$ cat src/rtl/spim_pkg.sv
`default_nettype none
package spim_pkg;
    localparam logic [7:0] OFS_PRESCALER   = 8'hD2;
    localparam logic [7:0] OFS_STATUS      = 8'hD3;
    localparam logic [7:0] OFS_TX_HOLD     = 8'hD4;
    localparam logic [7:0] OFS_RX_HOLD     = 8'hD5;
    localparam logic [7:0] OFS_CONTROL_A   = 8'hD6;
    localparam logic [7:0] OFS_IRQ_CONTROL = 8'hD7;
    localparam logic [7:0] RST_PRESCALER   = 8'h04;
    localparam logic [7:0] RST_CONTROL_A   = 8'h00;
    localparam logic [7:0] RST_IRQ_CONTROL = 8'h00;
    localparam int POS_TX_ALLOW     = 6;
    localparam int POS_RX_ALLOW     = 5;
    localparam int POS_IF_ON        = 4;
    localparam int POS_AUTO_SEL     = 3;
    localparam int POS_LSB_FIRST    = 2;
    localparam int POS_POLARITY     = 1;
    localparam int POS_TX_DONE      = 3;
    localparam int POS_OVERRUN      = 2;
    localparam int POS_TX_EMPTY     = 1;
    localparam int POS_RX_FULL      = 0;
    localparam int POS_BUSY         = 4;
    localparam logic [7:0] PRESCALE_MASK = 8'hFC;
    localparam logic [2:0] LAST_BIT      = 3'h7;

    typedef struct packed {
        logic       wr;
        logic       rd;
        logic [7:0] addr;
        logic [7:0] wdata;
    } spim_sfr_req_t;

    typedef enum logic [1:0] {SPIM_IDLE, SPIM_SETUP, SPIM_LEAD, SPIM_TRAIL} spim_state_t;
endpackage
`default_nettype wire

$ cat src/rtl/spim_master.sv
`timescale 1ns/1ps
`default_nettype none
module spim_master (
    input  wire logic                    sys_clk,
    input  wire logic                    rst_b,
    input  wire spim_pkg::spim_sfr_req_t sfr_req,
    output logic [7:0]                   sfr_rdata,
    output logic                         spi_irq,
    output logic                         serial_clock_out,
    output logic                         serial_tx_line,
    output logic                         slave_select_out,
    input  wire logic                    serial_rx_line
);
    import spim_pkg::*;

    function automatic logic [7:0] half_period(input logic [7:0] pre);
        // Sum of weights is pre & mask; half of it gives the half period
        half_period = {1'b0, pre[7:1]} & 8'h7E;
    endfunction

    function automatic logic hit(input spim_sfr_req_t r, input logic [7:0] a);
        hit = r.addr == a;
    endfunction

    logic [7:0]  serial_prescaler, next_serial_prescaler;
    logic [7:0]  serial_control_a, next_serial_control_a;
    logic [7:0]  serial_irq_control, next_serial_irq_control;
    logic [7:0]  tx_holding_reg, next_tx_holding_reg;
    logic [7:0]  rx_holding_reg, next_rx_holding_reg;
    logic        tx_empty_flag, next_tx_empty_flag;
    logic        rx_full_flag, next_rx_full_flag;
    logic        tx_done_flag, next_tx_done_flag;
    logic        overrun_flag, next_overrun_flag;
    logic [7:0]  shift_out, next_shift_out;
    logic [7:0]  shift_in, next_shift_in;
    logic [2:0]  bit_cnt, next_bit_cnt;
    logic [7:0]  div_cnt, next_div_cnt;
    spim_state_t state, next_state;
    logic        sclk, next_sclk;
    logic        txd, next_txd;
    logic        ssel, next_ssel;
    logic [7:0]  rdata, next_rdata;
    logic        irq, next_irq;

    logic tx_allow, rx_allow, serial_if_on, auto_sel, lsb_first_order, clock_idle_polarity;
    logic tick, busy;
    assign tx_allow            = serial_control_a[POS_TX_ALLOW];
    assign rx_allow            = serial_control_a[POS_RX_ALLOW];
    assign serial_if_on        = serial_control_a[POS_IF_ON];
    assign auto_sel            = serial_control_a[POS_AUTO_SEL];
    assign lsb_first_order     = serial_control_a[POS_LSB_FIRST];
    assign clock_idle_polarity = serial_control_a[POS_POLARITY];
    assign busy                = state != SPIM_IDLE;
    // A zero sum would stall; treat as the smallest divisor
    assign tick = (div_cnt == 8'h00);

    always_comb begin
        logic [7:0] st;
        logic [7:0] hp;
        logic       first_bit;
        logic       rbit;
        st = {3'h0, busy, tx_done_flag, overrun_flag, tx_empty_flag, rx_full_flag};
        hp = half_period(serial_prescaler & PRESCALE_MASK);
        first_bit = 1'b0;
        rbit = 1'b0;
        next_serial_prescaler   = serial_prescaler;
        next_serial_control_a   = serial_control_a;
        next_serial_irq_control = serial_irq_control;
        next_tx_holding_reg     = tx_holding_reg;
        next_rx_holding_reg     = rx_holding_reg;
        next_tx_empty_flag      = tx_empty_flag;
        next_rx_full_flag       = rx_full_flag;
        next_tx_done_flag       = tx_done_flag;
        next_overrun_flag       = overrun_flag;
        next_shift_out          = shift_out;
        next_shift_in           = shift_in;
        next_bit_cnt            = bit_cnt;
        next_div_cnt            = tick ? ((hp == 8'h00) ? 8'h01 : hp) - 8'h01 : div_cnt - 8'h01;
        next_state              = state;
        next_sclk               = sclk;
        next_txd                = txd;
        next_ssel               = ssel;
        next_rdata              = 8'h00;

        if (sfr_req.rd) begin
            if (hit(sfr_req, OFS_PRESCALER))   next_rdata = serial_prescaler & PRESCALE_MASK;
            if (hit(sfr_req, OFS_STATUS))      next_rdata = st;
            if (hit(sfr_req, OFS_RX_HOLD))     next_rdata = rx_holding_reg;
            if (hit(sfr_req, OFS_CONTROL_A))   next_rdata = serial_control_a;
            if (hit(sfr_req, OFS_IRQ_CONTROL)) next_rdata = serial_irq_control;
            if (hit(sfr_req, OFS_STATUS)) begin
                next_tx_done_flag = 1'b0;
                next_overrun_flag = 1'b0;
            end
            if (hit(sfr_req, OFS_RX_HOLD))
                next_rx_full_flag = 1'b0;
        end
        if (sfr_req.wr) begin
            if (hit(sfr_req, OFS_PRESCALER))   next_serial_prescaler = sfr_req.wdata & PRESCALE_MASK;
            if (hit(sfr_req, OFS_CONTROL_A))   next_serial_control_a = sfr_req.wdata & 8'h7E;
            if (hit(sfr_req, OFS_IRQ_CONTROL)) next_serial_irq_control = sfr_req.wdata & 8'h0F;
            if (hit(sfr_req, OFS_TX_HOLD)) begin
                next_tx_holding_reg = sfr_req.wdata;
                next_tx_empty_flag  = 1'b0;
            end
        end

        case (state)
            SPIM_IDLE: begin
                next_sclk = clock_idle_polarity;
                if (!auto_sel)
                    next_ssel = 1'b1;
                if (serial_if_on && tx_allow && !tx_empty_flag && tick) begin
                    next_shift_out     = tx_holding_reg;
                    // A same-cycle write refills the holding register, so its byte is kept
                    next_tx_empty_flag = !(sfr_req.wr && hit(sfr_req, OFS_TX_HOLD));
                    next_bit_cnt       = 3'h0;
                    next_ssel          = !auto_sel;
                    next_state         = SPIM_SETUP;
                end
            end
            // Select has had one tick to settle before the first edge
            SPIM_SETUP: if (tick) begin
                first_bit = 1'b1;
                next_state = SPIM_LEAD;
            end
            // Drive edge of every later bit; clock is back at idle here
            SPIM_LEAD: if (tick) begin
                first_bit = 1'b1;
            end
            SPIM_TRAIL: if (tick) begin
                // Sampling edge: falling for polarity 0, rising for 1
                next_sclk = !sclk;
                rbit = serial_rx_line;
                if (rx_allow)
                    next_shift_in = lsb_first_order ? {rbit, shift_in[7:1]} : {shift_in[6:0], rbit};
                if (bit_cnt == LAST_BIT) begin
                    next_state        = SPIM_IDLE;
                    next_tx_done_flag = 1'b1;
                    next_ssel         = 1'b1;
                    if (rx_allow) begin
                        next_rx_holding_reg = lsb_first_order ? {rbit, shift_in[7:1]} : {shift_in[6:0], rbit};
                        next_rx_full_flag   = 1'b1;
                        if (rx_full_flag && !(sfr_req.rd && hit(sfr_req, OFS_RX_HOLD)))
                            next_overrun_flag = 1'b1;
                    end
                end else begin
                    // Next bit waits a full tick so sample and drive never share an edge
                    next_bit_cnt = bit_cnt + 3'h1;
                    next_state   = SPIM_LEAD;
                end
            end
            default: next_state = SPIM_IDLE;
        endcase
        // Bit leaves on the leading edge of its period
        if (first_bit) begin
            next_sclk = !sclk;
            next_txd  = lsb_first_order ? shift_out[0] : shift_out[7];
            next_shift_out = lsb_first_order ? {1'b0, shift_out[7:1]} : {shift_out[6:0], 1'b0};
            next_state = SPIM_TRAIL;
        end
        // Clearing transmitter or interface aborts immediately, clock parks
        if (!tx_allow || !serial_if_on) begin
            next_state = SPIM_IDLE;
            next_sclk  = clock_idle_polarity;
            next_ssel  = 1'b1;
        end
        next_irq = |({next_tx_done_flag, next_overrun_flag, next_tx_empty_flag, next_rx_full_flag}
                     & serial_irq_control[3:0]);
    end

    always_ff @(posedge sys_clk) begin
        if (!rst_b) begin
            serial_prescaler   <= RST_PRESCALER;
            serial_control_a   <= RST_CONTROL_A;
            serial_irq_control <= RST_IRQ_CONTROL;
            tx_holding_reg     <= 8'h00;
            rx_holding_reg     <= 8'h00;
            tx_empty_flag      <= 1'b1;
            rx_full_flag       <= 1'b0;
            tx_done_flag       <= 1'b0;
            overrun_flag       <= 1'b0;
            shift_out          <= 8'h00;
            shift_in           <= 8'h00;
            bit_cnt            <= 3'h0;
            div_cnt            <= 8'h00;
            state              <= SPIM_IDLE;
            sclk               <= 1'b0;
            txd                <= 1'b0;
            ssel               <= 1'b1;
            rdata              <= 8'h00;
            irq                <= 1'b0;
        end else begin
            serial_prescaler   <= next_serial_prescaler;
            serial_control_a   <= next_serial_control_a;
            serial_irq_control <= next_serial_irq_control;
            tx_holding_reg     <= next_tx_holding_reg;
            rx_holding_reg     <= next_rx_holding_reg;
            tx_empty_flag      <= next_tx_empty_flag;
            rx_full_flag       <= next_rx_full_flag;
            tx_done_flag       <= next_tx_done_flag;
            overrun_flag       <= next_overrun_flag;
            shift_out          <= next_shift_out;
            shift_in           <= next_shift_in;
            bit_cnt            <= next_bit_cnt;
            div_cnt            <= next_div_cnt;
            state              <= next_state;
            sclk               <= next_sclk;
            txd                <= next_txd;
            ssel               <= next_ssel;
            rdata              <= next_rdata;
            irq                <= next_irq;
        end
    end

    assign sfr_rdata        = rdata;
    assign spi_irq          = irq;
    assign serial_clock_out = sclk;
    assign serial_tx_line   = txd;
    assign slave_select_out = ssel;
endmodule
`default_nettype wire

$ cat config.mk
export PLATFORM = sky130hd
export DESIGN_NAME = spim_master
export DESIGN_NICKNAME = d
export VERILOG_FILES = /design/src/rtl/spim_pkg.sv /design/src/rtl/spim_master.sv
export SDC_FILE = /design/constraint.sdc
export NUM_CORES = 1
export LEC_CHECK = 0
export BUFFER_PORTS_ARGS = -buffer_cell sky130_fd_sc_hd__buf_4
export CORE_ASPECT_RATIO = 0.8
export CORE_UTILIZATION = 63
export CTS_CLUSTER_SIZE = 28
export DETAILED_ROUTE_END_ITERATION = 8
export PLACE_DENSITY_LB_ADDON = 0.25
export SETUP_SLACK_MARGIN = 0.2
export SLEW_MARGIN = 20
export SYNTH_ARGS = -nofsm -noshare
export SYNTH_HDL_FRONTEND = slang
export SYNTH_SLANG_ARGS = --single-unit
$ cat constraint.sdc
create_clock -name sys_clk -period 6.4 [get_ports sys_clk]
set_clock_uncertainty 0.1 [all_clocks]
set_input_delay 0.96 -clock sys_clk [delete_from_list [all_inputs] [get_ports sys_clk]]
set_output_delay 0.96 -clock sys_clk [all_outputs]
set_load 0.005 [all_outputs]
== Word-level counts from Yosys, hierarchy flattened ==
Cells that the tools add are included.

* Bitwise gates (word level): 3
* Equality and inequality tests: 19
* Reductions and logical operators: 40
* $add $sub $neg: 3
* Mux-type cells: 56

{| class="wikitable"
|+ Operator list
! kind !! count
|-
| 8-bit 2-to-1 mux || 9
|-
| 8-bit == test, second input constant || 6
|-
| 1-bit 2-to-1 mux || 32
|-
| 8-bit logical NOT || 2
|-
| 4-bit AND reduction || 4
|-
| 7-bit 2-to-1 mux || 2
|-
| 2-bit AND reduction || 7
|-
| 3-bit inequality test, second input constant || 4
|-
| 2-bit 2-to-1 mux || 5
|-
| 3-bit 2-to-1 mux || 3
|-
| 2-bit inequality test, second input constant || 4
|-
| 2-bit nonzero test || 4
|-
| 4-bit nonzero test || 2
|-
| 7-bit by 1-bit subtractor with 8-bit output, second input constant || 1
|-
| 8-bit by 1-bit subtractor with 8-bit output, second input constant || 1
|-
| 1-bit logical NOT || 7
|-
| 1-bit logical AND || 6
|-
| 2-bit case mux with 3 select lines || 1
|-
| 3-bit case mux with 2 select lines || 1
|-
| 2-bit OR reduction || 3
|-
| 4-bit AND || 1
|-
| 2-bit == test, second input constant || 2
|-
| 4-bit 2-to-1 mux || 1
|-
| 4-bit inequality test, second input constant || 1
|-
| 10 further kinds || 12
|}

* Bits in registers: 77
* Logic and storage cells: 142
* Output and inout port bits: 12

== Longest topological paths before layout ==
* Word-level depth: 11
* Gate-level depth with buffers: 10
* Gate-level depth less buffers: 9

== Worst setup path after synthesis ==
No wires, ideal clock.

* Kind: input -> register
* Start point: input sfr_req[13] (netlist name)
* End point: register irq, in the netlist spi_irq
* Path buffers: 0
* Data arrival time: 2428 ps
* Setup slack: 3742 ps
* Stages: 5
* Path through: nand4b_2 > nor4_1 > a21boi_0 > o211ai_1 > nand4_1

* Longest elaborated chain between the ends: 11

{| class="wikitable"
|+ Ends and longest elaborated chain
! item !! line !! text
|-
| from (decl) || spim_master.sv:6 || <nowiki>input wire spim_pkg::spim_sfr_req_t sfr_req,</nowiki>
|-
| 8-bit == test || spim_master.sv:22 || <nowiki>hit = r.addr == a;</nowiki>
|-
| 1-bit logical AND || spim_master.sv:144 || <nowiki>if (rx_full_flag && !(sfr_req.rd && hit(sfr_req, OFS_RX_HOLD)))</nowiki>
|-
| 1-bit logical NOT || spim_master.sv:144 ||
|-
| 1-bit logical AND || spim_master.sv:144 ||
|-
| 1-bit 2-to-1 mux || spim_master.sv:144 ||
|-
| 1-bit 2-to-1 mux || spim_master.sv:141 || <nowiki>if (rx_allow) begin</nowiki>
|-
| 1-bit 2-to-1 mux || spim_master.sv:137 || <nowiki>if (bit_cnt == LAST_BIT) begin</nowiki>
|-
| 1-bit 2-to-1 mux || spim_master.sv:131 || <nowiki>SPIM_TRAIL: if (tick) begin</nowiki>
|-
| 1-bit 2-to-1 mux || spim_master.sv:108 || <nowiki>case (state)</nowiki>
|-
| 4-bit AND (*) || spim_master.sv:169 || <nowiki>& serial_irq_control[3:0]);</nowiki>
|-
| 4-bit OR reduction (*) || spim_master.sv:168 || <nowiki>next_irq = |({next_tx_done_flag, next_overrun_flag, next_tx_empty_flag, next_rx_full_flag}</nowiki>
|-
| to (signal assigned) || spim_master.sv:212 || <nowiki>irq <= next_irq;</nowiki>
|-
| to (decl) || spim_master.sv:43 || <nowiki>logic irq, next_irq;</nowiki>
|}

Every way passes the cells marked *; elsewhere a longest branch is shown, timed or not.
A chain may end at the register's enable or synchronous reset.

== Final worst setup path ==
* Start point: register div_cnt[3]
* End point: register div_cnt[6]

* Longest elaborated chain between the ends: 2

{| class="wikitable"
|+ Ends and longest elaborated chain
! item !! line !! text
|-
| from (decl) || spim_master.sv:37 || <nowiki>logic [7:0] div_cnt, next_div_cnt;</nowiki>
|-
| from (signal assigned) || spim_master.sv:206 || <nowiki>div_cnt <= next_div_cnt;</nowiki>
|-
| 8-bit by 1-bit subtractor with 8-bit output or 8-bit logical NOT (tied branches) || spim_master.sv:78, spim_master.sv:55 ||
|-
| 8-bit 2-to-1 mux (*) || spim_master.sv:78 || <nowiki>next_div_cnt = tick ? ((hp == 8'h00) ? 8'h01 : hp) - 8'h01 : div_cnt - 8'h01;</nowiki>
|}

Marked as above.

==> out/results.tsv <==
metric	value	unit
dr.pass1.iters	5	
synth_area_leader_cell	dfxtp_1	
cts_buffer_depth	2	
multi_input_area	0.00194	mm2
layout.cells.non_filler	505	
arrival	3.26	ns
path_class	register to register	
postSynthAreaPerCell	9.01	um2
path_cells	or4_4 -> nor3_2 -> a31oi_1 -> ha_1 -> nor3b_1 -> nand2_1 -> mux2i_1 -> a22oi_1 -> a21oi_1	
hold_buffers	0	
grt_overflow	0	
synthCells	400	
cts_inserted_buffers	9	
rsz0062_at_grt	no	
ios	33	
endpoint_kind	register	
wire_per_inst	16.6	um
clk_pin_slew_worst_paths	0.08	ns
drive_gt1_frac	0.157	
synthesis.area	0.00361	mm2
fp.coreArea	0.00550	mm2
cp-start-kind	register	
drt_iter0_drc	316	
timing.final.crit_share	0.480	
layout_min_cycle_time	3.08	ns
hold_viol_final	0	
dpl.hpwl	5940	um
crit_family	simple AND/OR/NAND/NOR gates	
die_h	69.7	um
synth_common_cells	77 x dfxtp_1, 63 x nor2_1, 44 x mux2i_1	
yosys_warnings	0	
via_count	3115	
die_area	0.00603	mm2
io_buffers	32	
reg2reg_slack	3.32	ns
path_max_fanout	11	
fillerInstances	414	
grt_pass1_vias	2862	
synthFlopType	dfxtp_1	
routed_via_density	6.17	
gp_congestion	0.891	
async_reset_ff_frac	0	
status	complete, no violations	
syn_to_final_growth	12.2	%
synthTopCellsByArea	dfxtp_1 43%, mux2i_1 12%, nor2_1 6.6%	
htreeDepth	3	
power.leakage	0.00142	uW
start_util	0.656	
wl	8380	um
pwr_density_cell	261	mW/mm2
syn_nets	427	
ys_seq_area_frac	0.427	
cp_slowest_stage_delay	0.68	ns
synth_edf_count	0	
grt_pass1_wl	13700	um
yosysMostFrequentCell	dfxtp_1	
ant_nets	0	
max-vdd-ir-drop	158	uV
cts_tree	yes	
cts_setup_buffers	0	
antenna_found_initial	0	
ys_types	59	
drv_cap	0	
num_rows	24	
worstPathRequired	6.58	ns
clock.fmax	325	MHz
path_buf_inv	0	
worstSkewPairLatency	0.37	ns
clkSinkCount	77	
setup_viol	0	
utilization	0.737	
tightest_slew	1.01	ns
synth_seq_cells	77	
hold_path_class	register to register	
antenna-diode-count	0	
nNetsFinal	449	
netlist.area_leader.share	0.427	
tns	0	ns
drv_slew	0	
relSlewSlack	0.324	
dieWidth	86.6	um
register_area	0.00154	mm2
grt_usage	0.296	
cts.repair.resized	0	
cp_slowest_cell	nor3_2	
placed_cells	489	
root_buffer	clkbuf_8	
drc_errors	0	
grt_max_degree	43	
==> worst reg2reg max path, delay by kind of cell (launching register included) <==
kind	cells	cell delay [ns]
AOI/OAI and AO/OA	3	0.49
adders and majority gates	1	0.28
DFF	1	0.36
muxes	1	0.21
and+or+nand+nor	4	1.57
==> power breakdown <==
| part | leakage, uW | internal [uW] | switching (uW) |
|---|---|---|---|
| Sequential | 0.000622 | 495 | 19.0 |
| Combinational | 0.000709 | 68.9 | 108 |
| Clock | 0.0000939 | 182 | 183 |
| Total | 0.00142 | 746 | 309 |
==> area by class of cell <==
class,instances,share of cell area
Sequential cell,77,0.381
Timing Repair Buffer,34,0.0631
Tap cell,78,0.0241
Clock inverter,5,0.0148
Multi-Input combinational cell,293,0.478
Inverter,7,0.00649
Clock buffer,11,0.0325
==> stage by stage <==
step	hold slack [ns]	setup slack [ns]	instance area, um2	power (uW)
6_report	0.361	3.32	4050	1060
5_1_grt	0.385	3.20	4050	1100
4_1_cts	0.365	3.36	4050	1050
3_5_place_dp	0.354	3.28	3850	697
3_3_place_gp	0.342	3.41	3850	687
2_1_floorplan	0.336	3.74	3610	658
==> path summary, 6_finish.rpt <==
path,startpoint,endpoint,cells after the start
worst max-delay path,div_cnt[3],div_cnt[6],9
worst min-delay path,bit_cnt[1],bit_cnt[1],2
worst max register to register,div_cnt[3],div_cnt[6],9
worst min register to register,bit_cnt[1],bit_cnt[1],2
==> layout by cell type, fill, tap and decap left out, types with 7 or more instances in the layout <==
cell type and instances:
nand2_1 31, mux2i_1 44, a22oi_1 7, o211ai_1 7, dfxtp_1 77, nor2_1 62
a211oi_1 21, a21oi_1 19, clkbuf_8 9, o21ai_0 12, nand2b_1 7, buf_4 34
==> metal layers <==
layer,routed length [um],global-route usage,vias to the layer above
met5,0,0,-
met4,117,0.0963,0
met3,684,0.0869,14
met2,3740,0.438,128
met1,3830,0.414,1480
li1,-,-,1493
==> cell families (layout without fill, tap and decap cells) <==
family,Yosys count,in the layout,synth area share
xor+xnor,3,3,0.00729
flops,77,77,0.427
buf+inv,30,57,0.0382
compound gates,87,87,0.162
fa+ha+maj,6,6,0.0208
mux,47,47,0.135
simple gates,150,150,0.210
(Power assumes the default switching activity.)
